<file path="src/hw/synth_pwr_pkg.sv">
// constants, field layout and types for the synthesizer power controller
package synth_pwr_pkg;

   // register bus widths
   localparam int ADDR_W     = 8;
   localparam int DATA_W     = 32;

   // register byte offsets
   localparam logic [ADDR_W-1:0] CTRL_OFS   = 8'h00;
   localparam logic [ADDR_W-1:0] MAIN_N_OFS = 8'h04;
   localparam logic [ADDR_W-1:0] AUX_N_OFS  = 8'h08;
   localparam logic [ADDR_W-1:0] STATUS_OFS = 8'h0c;

   // control register field positions
   localparam int MAIN_PD_POS = 0;
   localparam int AUX_PD_POS  = 1;
   localparam int AUTO_POWERUP_ON_N_WRITE_POS    = 2;
   localparam int ORDER_LSB   = 3;
   localparam int DITHER_STRENGTH_SEL_LSB    = 5;
   localparam int SLIP_LSB    = 7;
   localparam int LDSEL_LSB   = 9;
   localparam int CTRL_W      = 11;

   // status register field positions
   localparam int ST_MAIN_UP_POS = 0;
   localparam int ST_AUX_UP_POS  = 1;
   localparam int ST_CE_POS      = 2;
   localparam int ST_ORDER_LSB   = 3;
   localparam int ST_DITHER_STRENGTH_SEL_LSB    = 6;
   localparam int ST_ORD_RSV_POS = 9;

   // counter word widths
   localparam int MAIN_N_W = 23;
   localparam int AUX_N_W  = 19;

   // reset values: third order, no dither, both sections enabled
   localparam logic [CTRL_W-1:0]   CTRL_RST   = 11'h018;
   localparam logic [MAIN_N_W-1:0] MAIN_N_RST = 23'h000000;
   localparam logic [AUX_N_W-1:0]  AUX_N_RST  = 19'h00000;

   // modulator order field codes
   localparam logic [1:0] FM_4TH = 2'h0;
   localparam logic [1:0] FM_2ND = 2'h2;
   localparam logic [1:0] FM_3RD = 2'h3;

   // dither field codes
   localparam logic [1:0] DITHER_STRENGTH_SEL_NONE_CODE   = 2'h0;
   localparam logic [1:0] DITHER_STRENGTH_SEL_WEAK_CODE   = 2'h1;
   localparam logic [1:0] DITHER_STRENGTH_SEL_STRONG_CODE = 2'h2;

   // lock detect test output selections
   localparam logic [1:0] LD_SEL_LOW  = 2'h0;
   localparam logic [1:0] LD_SEL_MAIN = 2'h1;
   localparam logic [1:0] LD_SEL_AUX  = 2'h2;
   localparam logic [1:0] LD_SEL_BOTH = 2'h3;

   // decoded modulator order, one-hot
   typedef enum logic [2:0] {
      ORD_2ND = 3'b001,
      ORD_3RD = 3'b010,
      ORD_4TH = 3'b100
   } order_t;

   // decoded dither strength, one-hot
   typedef enum logic [2:0] {
      DITHER_STRENGTH_SEL_OFF    = 3'b001,
      DITHER_STRENGTH_SEL_WEAK   = 3'b010,
      DITHER_STRENGTH_SEL_STRONG = 3'b100
   } dither_strength_sel_t;

   // one register bus request
   typedef struct packed {
      logic [ADDR_W-1:0] addr;
      logic [DATA_W-1:0] wdata;
      logic              wr;
      logic              rd;
   } bus_req_t;

endpackage

</file>
<file path="src/hw/synth_power_ctrl.sv">
// power state, modulator decode and counter-clear control of the synthesizer
//
// Decided for this implementation: the strobed register port and the register offsets.
`timescale 1ns/1ps

// Behaviour
// - chip enable low powers everything down asynchronously
// - enable high, bits clear: powered up
// - a power-down bit downs only its section
// - auto power-up on N write overrides power-down
// - order field: 0 fourth, 2 second, 3 third
// - dither field: 0 off, 1 weak, 2 strong
// - lock detect output low while powered down
// - N write clears lock and fastlock counters
module synth_power_ctrl
   import synth_pwr_pkg::*;
(
   // clock and reset
   input  wire logic                       sys_clk,
   input  wire logic                       rst_n,
   // register port
   input  wire synth_pwr_pkg::bus_req_t    bus_req,
   output logic [synth_pwr_pkg::DATA_W-1:0] bus_rdata,
   // chip enable pin
   input  wire logic                       chip_en,
   // raw lock indications from the detectors
   input  wire logic                       main_lock_raw,
   input  wire logic                       aux_lock_raw,
   // section power state
   output logic                            main_pwr_up,
   output logic                            aux_pwr_up,
   // counter values towards the dividers
   output logic [synth_pwr_pkg::MAIN_N_W-1:0] main_n_val,
   output logic [synth_pwr_pkg::AUX_N_W-1:0]  aux_n_val,
   // counter clear pulses towards lock detect and fastlock timer
   output logic                            main_cnt_clr,
   output logic                            aux_cnt_clr,
   // modulator settings
   output synth_pwr_pkg::order_t           modulator_order,
   output synth_pwr_pkg::dither_strength_sel_t            dither_mode,
   output logic [1:0]                      slip_reduction_factor,
   // multiplexed lock detect test output
   output logic                            lock_test_out
);
   import synth_pwr_pkg::*;

   // order field decode, shared by the output and the status word
   function automatic order_t order_dec(input logic [1:0] code);
      order_t o;
      o = ORD_3RD;
      if (code == FM_4TH) begin
         o = ORD_4TH;
      end else if (code == FM_2ND) begin
         o = ORD_2ND;
      end else if (code == FM_3RD) begin
         o = ORD_3RD;
      end
      // code 1 is undefined; third order is the safe compromise
      return o;
   endfunction

   // dither field decode, shared by the output and the status word
   function automatic dither_strength_sel_t dither_strength_sel_dec(input logic [1:0] code);
      dither_strength_sel_t d;
      d = DITHER_STRENGTH_SEL_OFF;
      if (code == DITHER_STRENGTH_SEL_WEAK_CODE) begin
         d = DITHER_STRENGTH_SEL_WEAK;
      end else if (code == DITHER_STRENGTH_SEL_STRONG_CODE) begin
         d = DITHER_STRENGTH_SEL_STRONG;
      end
      // code 3 is undefined; dithering stays off
      return d;
   endfunction

   // stored state
   logic [CTRL_W-1:0]   ctrl_r;       // control word
   logic [MAIN_N_W-1:0] main_n_r;     // main N counter word
   logic [AUX_N_W-1:0]  aux_n_r;      // aux N counter word
   logic                main_clr_r;   // main counter clear pulse
   logic                aux_clr_r;    // aux counter clear pulse
   logic                lock_r;       // registered lock selection
   logic [DATA_W-1:0]   rdata_r;      // read data, one cycle late
   logic [DATA_W-1:0]   rdata_nxt;    // read data before the flop

   // decoded strobes
   logic wr_ctrl;                     // control word write
   logic wr_main_n;                   // main N counter write
   logic wr_aux_n;                    // aux N counter write

   // decoded fields
   logic       main_pd;               // main section power-down bit
   logic       aux_pd;                // aux section power-down bit
   logic       auto_powerup_on_n_write;                  // auto power-up enable
   logic [1:0] ld_sel;                // test output selection
   logic       lock_sel_nxt;          // lock selection before the flop
   logic [DATA_W-1:0] status_word;    // live state for software

   // write decode; one strobe at a time, so no priority is needed
   always_comb begin
      wr_ctrl   = 1'b0;
      wr_main_n = 1'b0;
      wr_aux_n  = 1'b0;
      if (bus_req.wr && bus_req.addr == CTRL_OFS) begin
         wr_ctrl = 1'b1;
      end else if (bus_req.wr && bus_req.addr == MAIN_N_OFS) begin
         wr_main_n = 1'b1;
      end else if (bus_req.wr && bus_req.addr == AUX_N_OFS) begin
         wr_aux_n = 1'b1;
      end
   end

   // field views of the control word
   assign main_pd = ctrl_r[MAIN_PD_POS];
   assign aux_pd  = ctrl_r[AUX_PD_POS];
   assign auto_powerup_on_n_write    = ctrl_r[AUTO_POWERUP_ON_N_WRITE_POS];
   assign ld_sel  = ctrl_r[LDSEL_LSB +: 2];

   // control word; an N write with auto power-up clears that section's
   // power-down bit so the override persists after the write
   always_ff @(posedge sys_clk or negedge rst_n) begin
      if (!rst_n) begin
         ctrl_r <= CTRL_RST;
      end else if (wr_ctrl) begin
         // order and dither are plain fields, software orders them
         ctrl_r <= bus_req.wdata[CTRL_W-1:0];
      end else if (wr_main_n && auto_powerup_on_n_write) begin
         ctrl_r[MAIN_PD_POS] <= 1'b0;
      end else if (wr_aux_n && auto_powerup_on_n_write) begin
         ctrl_r[AUX_PD_POS] <= 1'b0;
      end
   end

   // main N counter word
   always_ff @(posedge sys_clk or negedge rst_n) begin
      if (!rst_n) begin
         main_n_r <= MAIN_N_RST;
      end else if (wr_main_n) begin
         main_n_r <= bus_req.wdata[MAIN_N_W-1:0];
      end
   end

   // aux N counter word
   always_ff @(posedge sys_clk or negedge rst_n) begin
      if (!rst_n) begin
         aux_n_r <= AUX_N_RST;
      end else if (wr_aux_n) begin
         aux_n_r <= bus_req.wdata[AUX_N_W-1:0];
      end
   end

   // counter clear pulses; they reset lock detect and fastlock timing
   // counts but load nothing into them
   always_ff @(posedge sys_clk or negedge rst_n) begin
      if (!rst_n) begin
         main_clr_r <= 1'b0;
         aux_clr_r  <= 1'b0;
      end else begin
         main_clr_r <= wr_main_n;
         aux_clr_r  <= wr_aux_n;
      end
   end

   // power state per section; combinational so chip enable acts
   // without waiting for a clock edge
   always_comb begin
      // each section looks only at its own bit
      main_pwr_up = chip_en && !main_pd;
      aux_pwr_up  = chip_en && !aux_pd;
      // the same-cycle N write with auto power-up wins over the bit
      if (chip_en && auto_powerup_on_n_write && wr_main_n) begin
         main_pwr_up = 1'b1;
      end
      if (chip_en && auto_powerup_on_n_write && wr_aux_n) begin
         aux_pwr_up = 1'b1;
      end
   end

   // lock selection; a detector of a downed section counts as unlocked
   always_comb begin
      lock_sel_nxt = 1'b0;
      if (ld_sel == LD_SEL_MAIN) begin
         lock_sel_nxt = main_lock_raw;
      end else if (ld_sel == LD_SEL_AUX) begin
         lock_sel_nxt = aux_lock_raw;
      end else if (ld_sel == LD_SEL_BOTH) begin
         // either side out of lock shows unlocked
         lock_sel_nxt = main_lock_raw && aux_lock_raw;
      end
   end

   // registered lock view
   always_ff @(posedge sys_clk or negedge rst_n) begin
      if (!rst_n) begin
         lock_r <= 1'b0;
      end else begin
         lock_r <= lock_sel_nxt;
      end
   end

   // forced low at once while the selected section is down; the
   // gate sits after the flop so the forcing needs no clock
   always_comb begin
      lock_test_out = lock_r;
      if (ld_sel == LD_SEL_LOW) begin
         // nothing viewed: low at once, not a cycle late via the flop
         lock_test_out = 1'b0;
      end else if (ld_sel == LD_SEL_MAIN && !main_pwr_up) begin
         lock_test_out = 1'b0;
      end else if (ld_sel == LD_SEL_AUX && !aux_pwr_up) begin
         lock_test_out = 1'b0;
      end else if (ld_sel == LD_SEL_BOTH && !(main_pwr_up && aux_pwr_up))
      begin
         lock_test_out = 1'b0;
      end
   end

   // live status for software
   always_comb begin
      status_word = '0;
      status_word[ST_MAIN_UP_POS] = main_pwr_up;
      status_word[ST_AUX_UP_POS]  = aux_pwr_up;
      status_word[ST_CE_POS]      = chip_en;
      status_word[ST_ORDER_LSB +: 3] = order_dec(ctrl_r[ORDER_LSB +: 2]);
      status_word[ST_DITHER_STRENGTH_SEL_LSB +: 3]  = dither_strength_sel_dec(ctrl_r[DITHER_STRENGTH_SEL_LSB +: 2]);
      // flags an order code that has no defined meaning
      status_word[ST_ORD_RSV_POS] = (ctrl_r[ORDER_LSB +: 2] == 2'h1);
   end

   // read decode; unmapped offsets read as zero
   always_comb begin
      rdata_nxt = '0;
      if (bus_req.addr == CTRL_OFS) begin
         rdata_nxt[CTRL_W-1:0] = ctrl_r;
      end else if (bus_req.addr == MAIN_N_OFS) begin
         rdata_nxt[MAIN_N_W-1:0] = main_n_r;
      end else if (bus_req.addr == AUX_N_OFS) begin
         rdata_nxt[AUX_N_W-1:0] = aux_n_r;
      end else if (bus_req.addr == STATUS_OFS) begin
         rdata_nxt = status_word;
      end
   end

   // read data stands only in the cycle after the strobe
   always_ff @(posedge sys_clk or negedge rst_n) begin
      if (!rst_n) begin
         rdata_r <= '0;
      end else if (bus_req.rd) begin
         rdata_r <= rdata_nxt;
      end else begin
         rdata_r <= '0;
      end
   end

   // outputs
   assign bus_rdata             = rdata_r;
   assign main_n_val            = main_n_r;
   assign aux_n_val             = aux_n_r;
   assign main_cnt_clr          = main_clr_r;
   assign aux_cnt_clr           = aux_clr_r;
   assign modulator_order       = order_dec(ctrl_r[ORDER_LSB +: 2]);
   assign dither_mode           = dither_strength_sel_dec(ctrl_r[DITHER_STRENGTH_SEL_LSB +: 2]);
   // software must pair this with matching pump settings
   assign slip_reduction_factor = ctrl_r[SLIP_LSB +: 2];

endmodule

</file>
<file path="config.mk">
export PLATFORM = sky130hd
export DESIGN_NAME = synth_power_ctrl
export DESIGN_NICKNAME = d
export VERILOG_FILES = /design/src/hw/synth_pwr_pkg.sv /design/src/hw/synth_power_ctrl.sv
export SDC_FILE = /design/constraint.sdc
export NUM_CORES = 1
export LEC_CHECK = 0
export ABC_AREA = 1
export BUFFER_PORTS_ARGS = -buffer_cell sky130_fd_sc_hd__buf_4
export CORE_AREA = 10 10 103 105
export CTS_CLUSTER_SIZE = 24
export DETAILED_ROUTE_END_ITERATION = 8
export DIE_AREA = 0 0 113 115
export PLACE_DENSITY = 0.79
export SYNTH_ARGS = -nofsm -noshare
export SYNTH_HDL_FRONTEND = slang
export SYNTH_SLANG_ARGS = --single-unit
</file>
<file path="constraint.sdc">
create_clock -name sys_clk -period 1.59 [get_ports sys_clk]
set_input_delay 0.159 -clock sys_clk [delete_from_list [all_inputs] [get_ports sys_clk]]
set_output_delay 0.159 -clock sys_clk [all_outputs]
set_load 0.03 [all_outputs]
</file>
==> results of run 1 <==
==> metrics by stage <==
| step | TNS, ns | setup WS, ns | power [uW] | util | instances |
|---|---|---|---|---|---|
| 3_5_place_dp | 0 | 0.125 | 2730 | 0.513 | 602 |
| 3_3_place_gp | 0 | 0.153 | 2710 | 0.513 | 602 |
| 2_1_floorplan | 0 | 0.00379 | 2470 | - | 399 |
| 4_1_cts | -0.0513 | -0.0513 | 4240 | 0.547 | 627 |
| 6_report | -0.0278 | -0.0278 | 4200 | 0.548 | 627 |
| 5_1_grt | -0.137 | -0.137 | 4380 | 0.548 | 627 |
==> sequential cells by signal, summed over array words and instances (netlist names) <==
name	flops
aux_cnt_clr	1
aux_n_val	19
bus_rdata	23
ctrl_r	11
lock_r	1
main_cnt_clr	1
main_n_val	23
==> final timing paths <==
path | from | endpoint | slack (ns) | cells after the start
min in group asynchronous | rst_n | main_n_val[4]$_DFFE_PN0N_ | 0.27 | 2
max reg2reg | ctrl_r[0]$_DFFE_PN0P_ | bus_rdata[0]$_DFF_PN0_ | 0.49 | 5
max | ctrl_r[0]$_DFFE_PN0P_ | lock_test_out | -0.03 | 7
min reg2reg | ctrl_r[4]$_DFFE_PN1P_ | ctrl_r[4]$_DFFE_PN1P_ | 0.50 | 2
min | aux_lock_raw | lock_r$_DFF_PN0_ | 0.06 | 3
max in group asynchronous | rst_n | ctrl_r[0]$_DFFE_PN0P_ | 0.75 | 3
==> cell families after synthesis <==
| family | count (synthesis) | synth area share |
|---|---|---|
| other | 1 | 0.00109 |
| buffers and inverters | 66 | 0.0964 |
| AND/OR/NAND/NOR | 152 | 0.184 |
| flip-flops | 79 | 0.573 |
| AO/OA/AOI/OAI | 91 | 0.138 |
| adder cells (fa/ha/maj) | 2 | 0.00725 |
==> synth_stat cells <==
master / count / area [um2]
conb_1: 1 / 3.75
nand2_2: 3 / 18.8
nand2_4: 1 / 11.3
buf_1: 1 / 3.75
dfrtp_1: 77 / 1930
a21oi_1: 22 / 110
a31oi_1: 6 / 37.5
dfstp_2: 2 / 52.6
nor2_2: 2 / 12.5
buf_2: 7 / 35.0
nor3_2: 1 / 10.0
or2_2: 2 / 12.5
o21ai_0: 19 / 95.1
o21ai_1: 41 / 205
nor2_4: 2 / 22.5
inv_2: 1 / 3.75
clkbuf_1: 4 / 15.0
clkbuf_2: 1 / 5.00
o21ai_2: 1 / 8.76
buf_4: 14 / 105
a211oi_2: 1 / 12.5
buf_6: 3 / 33.8
nor2_1: 14 / 52.6
o211ai_1: 1 / 7.51
nand3_1: 15 / 75.1
inv_1: 35 / 131
ha_1: 2 / 25.0
nand2_1: 112 / 420
==> routing by layer <==
layer | part of all wire | global-route usage
met1 | 0.41 | 0.197
met2 | 0.50 | 0.259
met3 | 0.072 | 0.0380
met5 | 0 | 0
met4 | 0.014 | 0.0643
==> power by group through the flow <==
stage               Combinational, uW  Sequential, uW  Clock (uW)
floorplan                         200            2270           0
global placement                  543            2170           0
detailed placement                553            2170           0
CTS                               575            2130        1530
global route                      622            2150        1620
finish                            569            2130        1500
==> worst max-delay path, delay by kind of cell, from the launching register on <==
kind          cells  cell delay, ns
simple gates      6            0.59
flops             1            0.39
buf+inv           1            0.14
==> timing repair <==
| item | CTS | global route |
|---|---|---|
| endpoints found under the hold margin | 29 | 0 |
| setup buffers | 4 | 1 |
| gates resized for setup | 5 | 2 |
| pin swaps | 1 | 0 |
| endpoints found under the setup margin | 1 | 2 |
| hold buffers | 5 | 0 |
==> cell type report <==
type | instances | area share
clock buffers | 11 | 0.0302
clock inverters | 5 | 0.0123
inverters | 36 | 0.0289
multi-input cells | 254 | 0.253
flip-flops and latches | 79 | 0.423
well taps | 108 | 0.0289
repair buffers | 134 | 0.224
==> results.sh, run 1 <==
export IMPL_synthDistinctLibCells=28
export IMPL_cp_slowest_cell="dfrtp_1"
export IMPL_die_area_um2=13000
export IMPL_grt_pass1_wl_um=16400
export IMPL_h_tree_depth=3
export IMPL_min_path_type="in -> reg"
export IMPL_fin_crit_sh=1.02
export IMPL_synthCells=391
export IMPL_cts_sinks=79
export IMPL_ys_warn_count=0
export IMPL_crit_top_cell="nand2_1"
export IMPL_vdd_drop_max_v=0.000502
export IMPL_clk_pin_slew_ns=0.07
export IMPL_rows=34
export IMPL_cts_tree="yes"
export IMPL_dr_pass1_iters=4
export IMPL_grt_overflow_total=0
export IMPL_crit_required_ns=1.43
export IMPL_multi_input_area_um2=1180
export IMPL_dr_first_iter_drc_count=256
export IMPL_synth_area_per_cell_um2=8.83
export IMPL_gp_congestion=0.857
export IMPL_post_drt_wl_per_cell_um=16.1
export IMPL_first_global_vias=3076
export IMPL_antenna_cells=0
export IMPL_power_density_nw_per_um2=897
export IMPL_drc=0
export IMPL_crit_path_cell_trace="or2_4, nand2_2, nand2_1, nand2_1, nand2_1, nor2_2, buf_6"
export IMPL_critical_path_max_stage_delay_ns=0.39
export IMPL_core_um2=8550
export IMPL_pwr_share_comb=0.136
export IMPL_fmax_ghz=0.618
export IMPL_rsz0062_at_grt="yes"
export IMPL_numCtsBuffers=9
export IMPL_leakage_uw=0.00243
export IMPL_drive_above_1_share=0.314
export IMPL_clkPwrFrac=0.356
export IMPL_cts_root_buf="clkbuf_8"
export IMPL_swShare=0.272
export IMPL_yosysSeqAreaShare=0.573
export IMPL_p_sw_uw=1140
export IMPL_maxCapViolCount=0
export IMPL_grt_max_degree=39
export IMPL_vias_per_cell=4.85
export IMPL_yosys_register_bits=79
export IMPL_antenna_left=0
export IMPL_clock_latency_ns=0.34
export IMPL_die_w_um=113
export IMPL_track_usage=0.158
export IMPL_stdcell_area_um2=4680
export IMPL_slew_violations=0
export IMPL_nets=563
export IMPL_vias=3038
export IMPL_routed_wl_um=10100
export IMPL_violations="setup timing"
export IMPL_final_cell_mix="buf_4, nand2_1, dfrtp_1, o21ai_1, inv_1"
export IMPL_cp_data_arrival_time_ns=1.46
export IMPL_layout_commonest_cell="buf_4"
export IMPL_dieHeight_um=115
export IMPL_seqPwrFrac=0.508
export IMPL_p_int_uw=3060
export IMPL_critPathMaxFanout=3
export IMPL_antenna_found_initial=0
export IMPL_area_delta_synth_final_pct=35.6
export IMPL_setup_slack_ns=-0.0278
export IMPL_period_needed_ns=1.62
export IMPL_worst_hold_slack_ns=0.0595
export IMPL_clockBufferDepth=2
export IMPL_finalSetupViolCount=1
export IMPL_crit_type="reg -> out"
export IMPL_status="finished, violations left"
export IMPL_fillCellCount=793
export IMPL_regArea_um2=1980
export IMPL_placed_cell_area_um2=4380
export IMPL_skew_ns=0.0116
export IMPL_numPortBuffers=115
export IMPL_syn_area_um2=3450
export IMPL_hpwl_um=7270
export IMPL_start_util=0.404
export IMPL_hold_viol=0
export IMPL_startpoint_type="flip-flop"
export IMPL_ios=134
export IMPL_end_kind="output port"
Power figures use the tool's default switching activity.
==> run 2, diff against run 1 <==
- RECOVER_POWER: default -> 25
- clock period: 1.59 -> 1.8 ns (I/O delays scaled with it)
==> run 2 against run 1 <==
  * The run now ends clean
  * Via count fell by 0.36%
  * Hold slack got worse by 0.043 ns
  * Critical path depth is the same
  * Final area is 2.1% lower
  * Clock power about the same
  * Critical path type unchanged
==> results.sh, run 2 (synthesis results as in run 1) <==
export IMPL_ios=134
export IMPL_h_tree_depth=3
export IMPL_finalSetupViolCount=0
export IMPL_crit_type="reg -> out"
export IMPL_cts_tree="yes"
export IMPL_slew_violations=0
export IMPL_leakage_uw=0.00239
export IMPL_final_cell_mix="buf_4, nand2_1, dfrtp_1, inv_1, o21ai_1"
export IMPL_placed_cells=600
export IMPL_grt_pass1_wl_um=15700
export IMPL_clkPwrFrac=0.384
export IMPL_p_int_uw=2840
export IMPL_antenna_found_initial=0
export IMPL_startpoint_type="flip-flop"
export IMPL_post_drt_wl_per_cell_um=16.2
export IMPL_antenna_left=0
export IMPL_period_needed_ns=1.70
export IMPL_fmax_ghz=0.589
export IMPL_final_instance_count_excl_fill=618
export IMPL_hpwl_um=7190
export IMPL_cp_data_arrival_time_ns=1.52
export IMPL_clock_latency_ns=0.35
export IMPL_numCtsBuffers=9
export IMPL_cts_root_buf="clkbuf_8"
export IMPL_fillCellCount=791
export IMPL_drive_above_1_share=0.296
export IMPL_numPortBuffers=115
export IMPL_track_usage=0.151
export IMPL_critPathMaxFanout=4
export IMPL_rsz0062_at_grt="no"
export IMPL_routed_wl_um=10000
export IMPL_vias=3027
export IMPL_die_w_um=113
export IMPL_first_global_vias=3038
export IMPL_end_kind="output port"
export IMPL_skew_ns=0.0104
export IMPL_drc=0
export IMPL_maxCapViolCount=0
export IMPL_relSlewSlack=0.439
export IMPL_fin_crit_sh=0.943
export IMPL_start_util=0.404
export IMPL_tightest_slew_ns=0.841
export IMPL_stdcell_area_um2=4590
export IMPL_timing_reg2reg_setup_slack_ns=0.73
export IMPL_power_density_nw_per_um2=838
export IMPL_clk_pin_slew_ns=0.09
export IMPL_placed_cell_area_um2=4360
export IMPL_vdd_drop_max_v=0.000475
export IMPL_p_total_uw=3840
export IMPL_clockBufferDepth=2
export IMPL_layout_commonest_cell="buf_4"
export IMPL_dr_first_iter_drc_count=180
export IMPL_cts_sinks=79
export IMPL_p_sw_uw=1000
export IMPL_swShare=0.261
export IMPL_grt_max_degree=47
export IMPL_vias_per_cell=4.90
export IMPL_grt_overflow_total=0
export IMPL_area_delta_synth_final_pct=32.8
export IMPL_antenna_cells=0
export IMPL_final_util=0.536
export IMPL_nets=554
export IMPL_gp_congestion=0.838
export IMPL_seqPwrFrac=0.490
export IMPL_core_um2=8550
export IMPL_dr_pass1_iters=4
export IMPL_finalSetupTns_ns=0
export IMPL_dieHeight_um=115
export IMPL_rows=34
export IMPL_hold_viol=0
export IMPL_die_area_um2=13000
export IMPL_pwr_share_comb=0.126
export IMPL_min_path_type="in -> reg"
export IMPL_crit_required_ns=1.62
export IMPL_status="finished, final reports clean"
## run 2: cell count changes in the layout (fill, tap and decap cells not counted), sizes merged
cell	delta
clkbuf	+4
bufinv	+1
dlygate4sd3	-4
inv	+1
clkinvlp	-3
buf	-8
## run 2: path summary, 6_finish.rpt
kind	from	to	cells past startpoint
max	ctrl_r[0]$_DFFE_PN0P_	lock_test_out	7
min	bus_req[21]	main_n_val[19]$_DFFE_PN0N_	3
max reg2reg	ctrl_r[4]$_DFFE_PN1P_	bus_rdata[3]$_DFF_PN0_	4
min reg2reg	ctrl_r[4]$_DFFE_PN1P_	ctrl_r[4]$_DFFE_PN1P_	2
max in group asynchronous	rst_n	ctrl_r[3]$_DFFE_PN1P_	3
min in group asynchronous	rst_n	aux_n_val[6]$_DFFE_PN0N_	2
## run 2: metal layers
metal	wire (um)	up-vias	part of all wire	track usage
li1	-	1458	-	-
met5	0	-	0	0
met3	611	27	0.061	0.0365
met2	4880	118	0.49	0.245
met1	4240	1424	0.42	0.180
met4	305	0	0.030	0.0846
## run 2: worst max-delay path, cell delays in order (launching register included)
cell,delay [ns]
dfrtp_1,0.39
or2_4,0.26
nand2_4,0.07
nand2_1,0.06
nand2_1,0.07
nand2_1,0.06
nor2_1,0.09
buf_4,0.17
## run 2: what timing repair did
item / CTS / global route
hold buffers: 1 / 0
hold endpoints to repair: 33 / 0
endpoints found under the setup margin: 0 / 1
resized for setup: 0 / 2
setup buffers: 0 / 1
## run 2: stage by stage
stage | hold slack (ns) | setup WS [ns]
after floorplan | -0.116 | 0.172
after global placement | 0.145 | 0.234
after detailed placement | 0.150 | 0.195
after CTS | 0.0104 | 0.0226
after global routing | 0.0108 | 0.0382
final | 0.0167 | 0.103
## run 2: layout make-up
cell class / instances / area, um2 / area share
inverters: 36 / 135 / 0.0295
flip-flops and latches: 79 / 1980 / 0.432
clock buffers: 12 / 145 / 0.0316
well taps: 108 / 135 / 0.0295
repair buffers: 125 / 948 / 0.207
multi-input cells: 254 / 1170 / 0.254
clock inverters: 4 / 77.6 / 0.0169
## run 2: power by group through the flow
stage	clock (uW)	sequential [uW]	combinational [uW]
final	1470	1880	484
after global routing	1580	1890	524
after CTS	1500	1880	489
after detailed placement	0	1920	486
after global placement	0	1920	478
after floorplan	0	2000	177
==> run 3, diff against run 2 <==
- GPL_TIMING_DRIVEN: default -> 0
==> run 3 against run 2 <==
  * The run now ends with hold timing left
  * Core utilization is 1.7 points higher
  * Wire length increased by 8.3%
  * Sequential cell count unchanged
  * Combinational power is 4.3% higher
  * Final area increased by 3.1%
  * Clock power fell by 3%
  * Sequential power about the same
  * Largest power group unchanged
==> results.sh, run 3 (synthesis results as in run 1) <==
export IMPL_r2r_worst_path_cells=4
export IMPL_dieHeight_um=115
export IMPL_grt_pass1_wl_um=17100
export IMPL_relSlewSlack=0.341
export IMPL_nets=577
export IMPL_tightest_slew_ns=0.989
export IMPL_placed_cells=622
export IMPL_dr_first_iter_drc_count=286
export IMPL_h_tree_depth=3
export IMPL_layout_commonest_cell="buf_4"
export IMPL_track_usage=0.166
export IMPL_worst_hold_slack_ns=-0.0381
export IMPL_timing_reg2reg_setup_slack_ns=0.63
export IMPL_crit_type="reg -> out"
export IMPL_setup_slack_ns=0.106
export IMPL_min_path_type="in -> async"
export IMPL_cts_sinks=79
export IMPL_cts_root_buf="clkbuf_8"
export IMPL_violations="hold timing"
export IMPL_stdcell_area_um2=4730
export IMPL_fmax_ghz=0.590
export IMPL_maxCapViolCount=0
export IMPL_clk_pin_slew_ns=0.08
export IMPL_die_w_um=113
export IMPL_fillCellCount=817
export IMPL_gp_congestion=0.810
export IMPL_area_delta_synth_final_pct=37.0
export IMPL_numPortBuffers=115
export IMPL_core_um2=8550
export IMPL_leakage_uw=0.00248
export IMPL_start_util=0.404
export IMPL_numCtsBuffers=9
export IMPL_multi_input_area_um2=1180
export IMPL_period_needed_ns=1.69
export IMPL_placed_cell_area_um2=4480
export IMPL_routed_wl_um=10900
export IMPL_drc=0
export IMPL_grt_overflow_total=0
export IMPL_fin_crit_sh=0.941
export IMPL_skew_ns=0.00900
export IMPL_antenna_left=0
export IMPL_regArea_um2=1980
export IMPL_antenna_cells=0
export IMPL_post_drt_wl_per_cell_um=17.0
export IMPL_status="finished, violations left"
export IMPL_critPathMaxFanout=4
export IMPL_hold_viol=14
export IMPL_rr_startpoint="ctrl_r[5]$_DFFE_PN0P_"
export IMPL_startpoint_type="flip-flop"
export IMPL_ios=134
export IMPL_vias=3138
export IMPL_drive_above_1_share=0.332
export IMPL_grt_max_degree=80
export IMPL_final_instance_count_excl_fill=641
export IMPL_crit_required_ns=1.62
export IMPL_vias_per_cell=4.90
export IMPL_cts_hold_buffers=0
export IMPL_power_density_nw_per_um2=806
export IMPL_slew_violations=0
export IMPL_end_kind="output port"
export IMPL_cp_data_arrival_time_ns=1.51
export IMPL_rows=34
export IMPL_finalSetupTns_ns=0
export IMPL_cts_tree="yes"
export IMPL_final_cell_mix="buf_4, nand2_1, dfrtp_1, o21ai_1, inv_1"
export IMPL_hpwl_um=7890
export IMPL_vdd_drop_max_v=0.000323
export IMPL_rsz0062_at_grt="yes"
export IMPL_finalSetupViolCount=0
export IMPL_die_area_um2=13000
export IMPL_first_global_vias=3234
export IMPL_clock_latency_ns=0.35
export IMPL_antenna_found_initial=0
export IMPL_dr_pass1_iters=5
export IMPL_place_ws_ns=0.166
export IMPL_r2r_end="bus_rdata[6]$_DFF_PN0_"
export IMPL_clockBufferDepth=2
run 3: changes by cell type in the layout (fill, tap and decap cells not counted), moves of 3 or more:
cell / before / now
o21ai_0: 26 / 19
o21ai_1: 34 / 41
buf_4: 120 / 131
clkbuf_1: 2 / 5
buf_6: 0 / 4
buf_2: 0 / 7
run 3: cell type report:
cell class,instances,share of cell area
plain buffers,30,0.0418
clock buffers,10,0.0270
clock inverters,6,0.0180
inverters,36,0.0286
multi-input cells,254,0.250
flip-flops and latches,79,0.418
well taps,108,0.0286
repair buffers,118,0.188
run 3: where the power goes:
part	internal [uW]	total (uW)	switching [uW]	leakage [uW]
combinational	191	505	314	0.00129
sequential	1830	1890	51.0	0.00109
clock	776	1420	645	0.000102
run 3: stage by stage:
stage,utilization,total power [uW]
after floorplan,-,2180
after global placement,0.524,2410
after detailed placement,0.524,2420
after CTS,0.549,3830
after global routing,0.553,3980
final,0.553,3810
run 3: repair_timing:
item | in CTS | in global routing
gates resized for setup | 0 | 5
setup endpoints to repair | 0 | 1
hold endpoints to repair | 0 | 0
buffers inserted | 0 | 3
run 3: worst max-delay path: stages (launching register included):
cell and delay (ns):
dfrtp_1 0.40, nand2_1 0.08, inv_2 0.07, nand3_2 0.07, nand2_2 0.11, nand2_1 0.06, nand2_1 0.05, nand2_1 0.06
nor2_2 0.12, buf_6 0.14
run 3: worst max path at each step:
stage | startpoint | end
after global placement | bus_req[41] | lock_test_out
after floorplan | bus_req[41] | lock_test_out
after global routing | ctrl_r[2]$_DFFE_PN0P_ | lock_test_out
after detailed placement | bus_req[41] | lock_test_out
final | ctrl_r[2]$_DFFE_PN0P_ | lock_test_out
after CTS | ctrl_r[0]$_DFFE_PN0P_ | lock_test_out
run 3: metal layers:
metal / track usage / up-vias / wire length [um]
met1: 0.189 / 1494 / 4290
met2: 0.280 / 122 / 5470
li1: - / 1504 / -
met5: 0 / - / 0
met3: 0.0536 / 18 / 876
met4: 0.0761 / 0 / 234
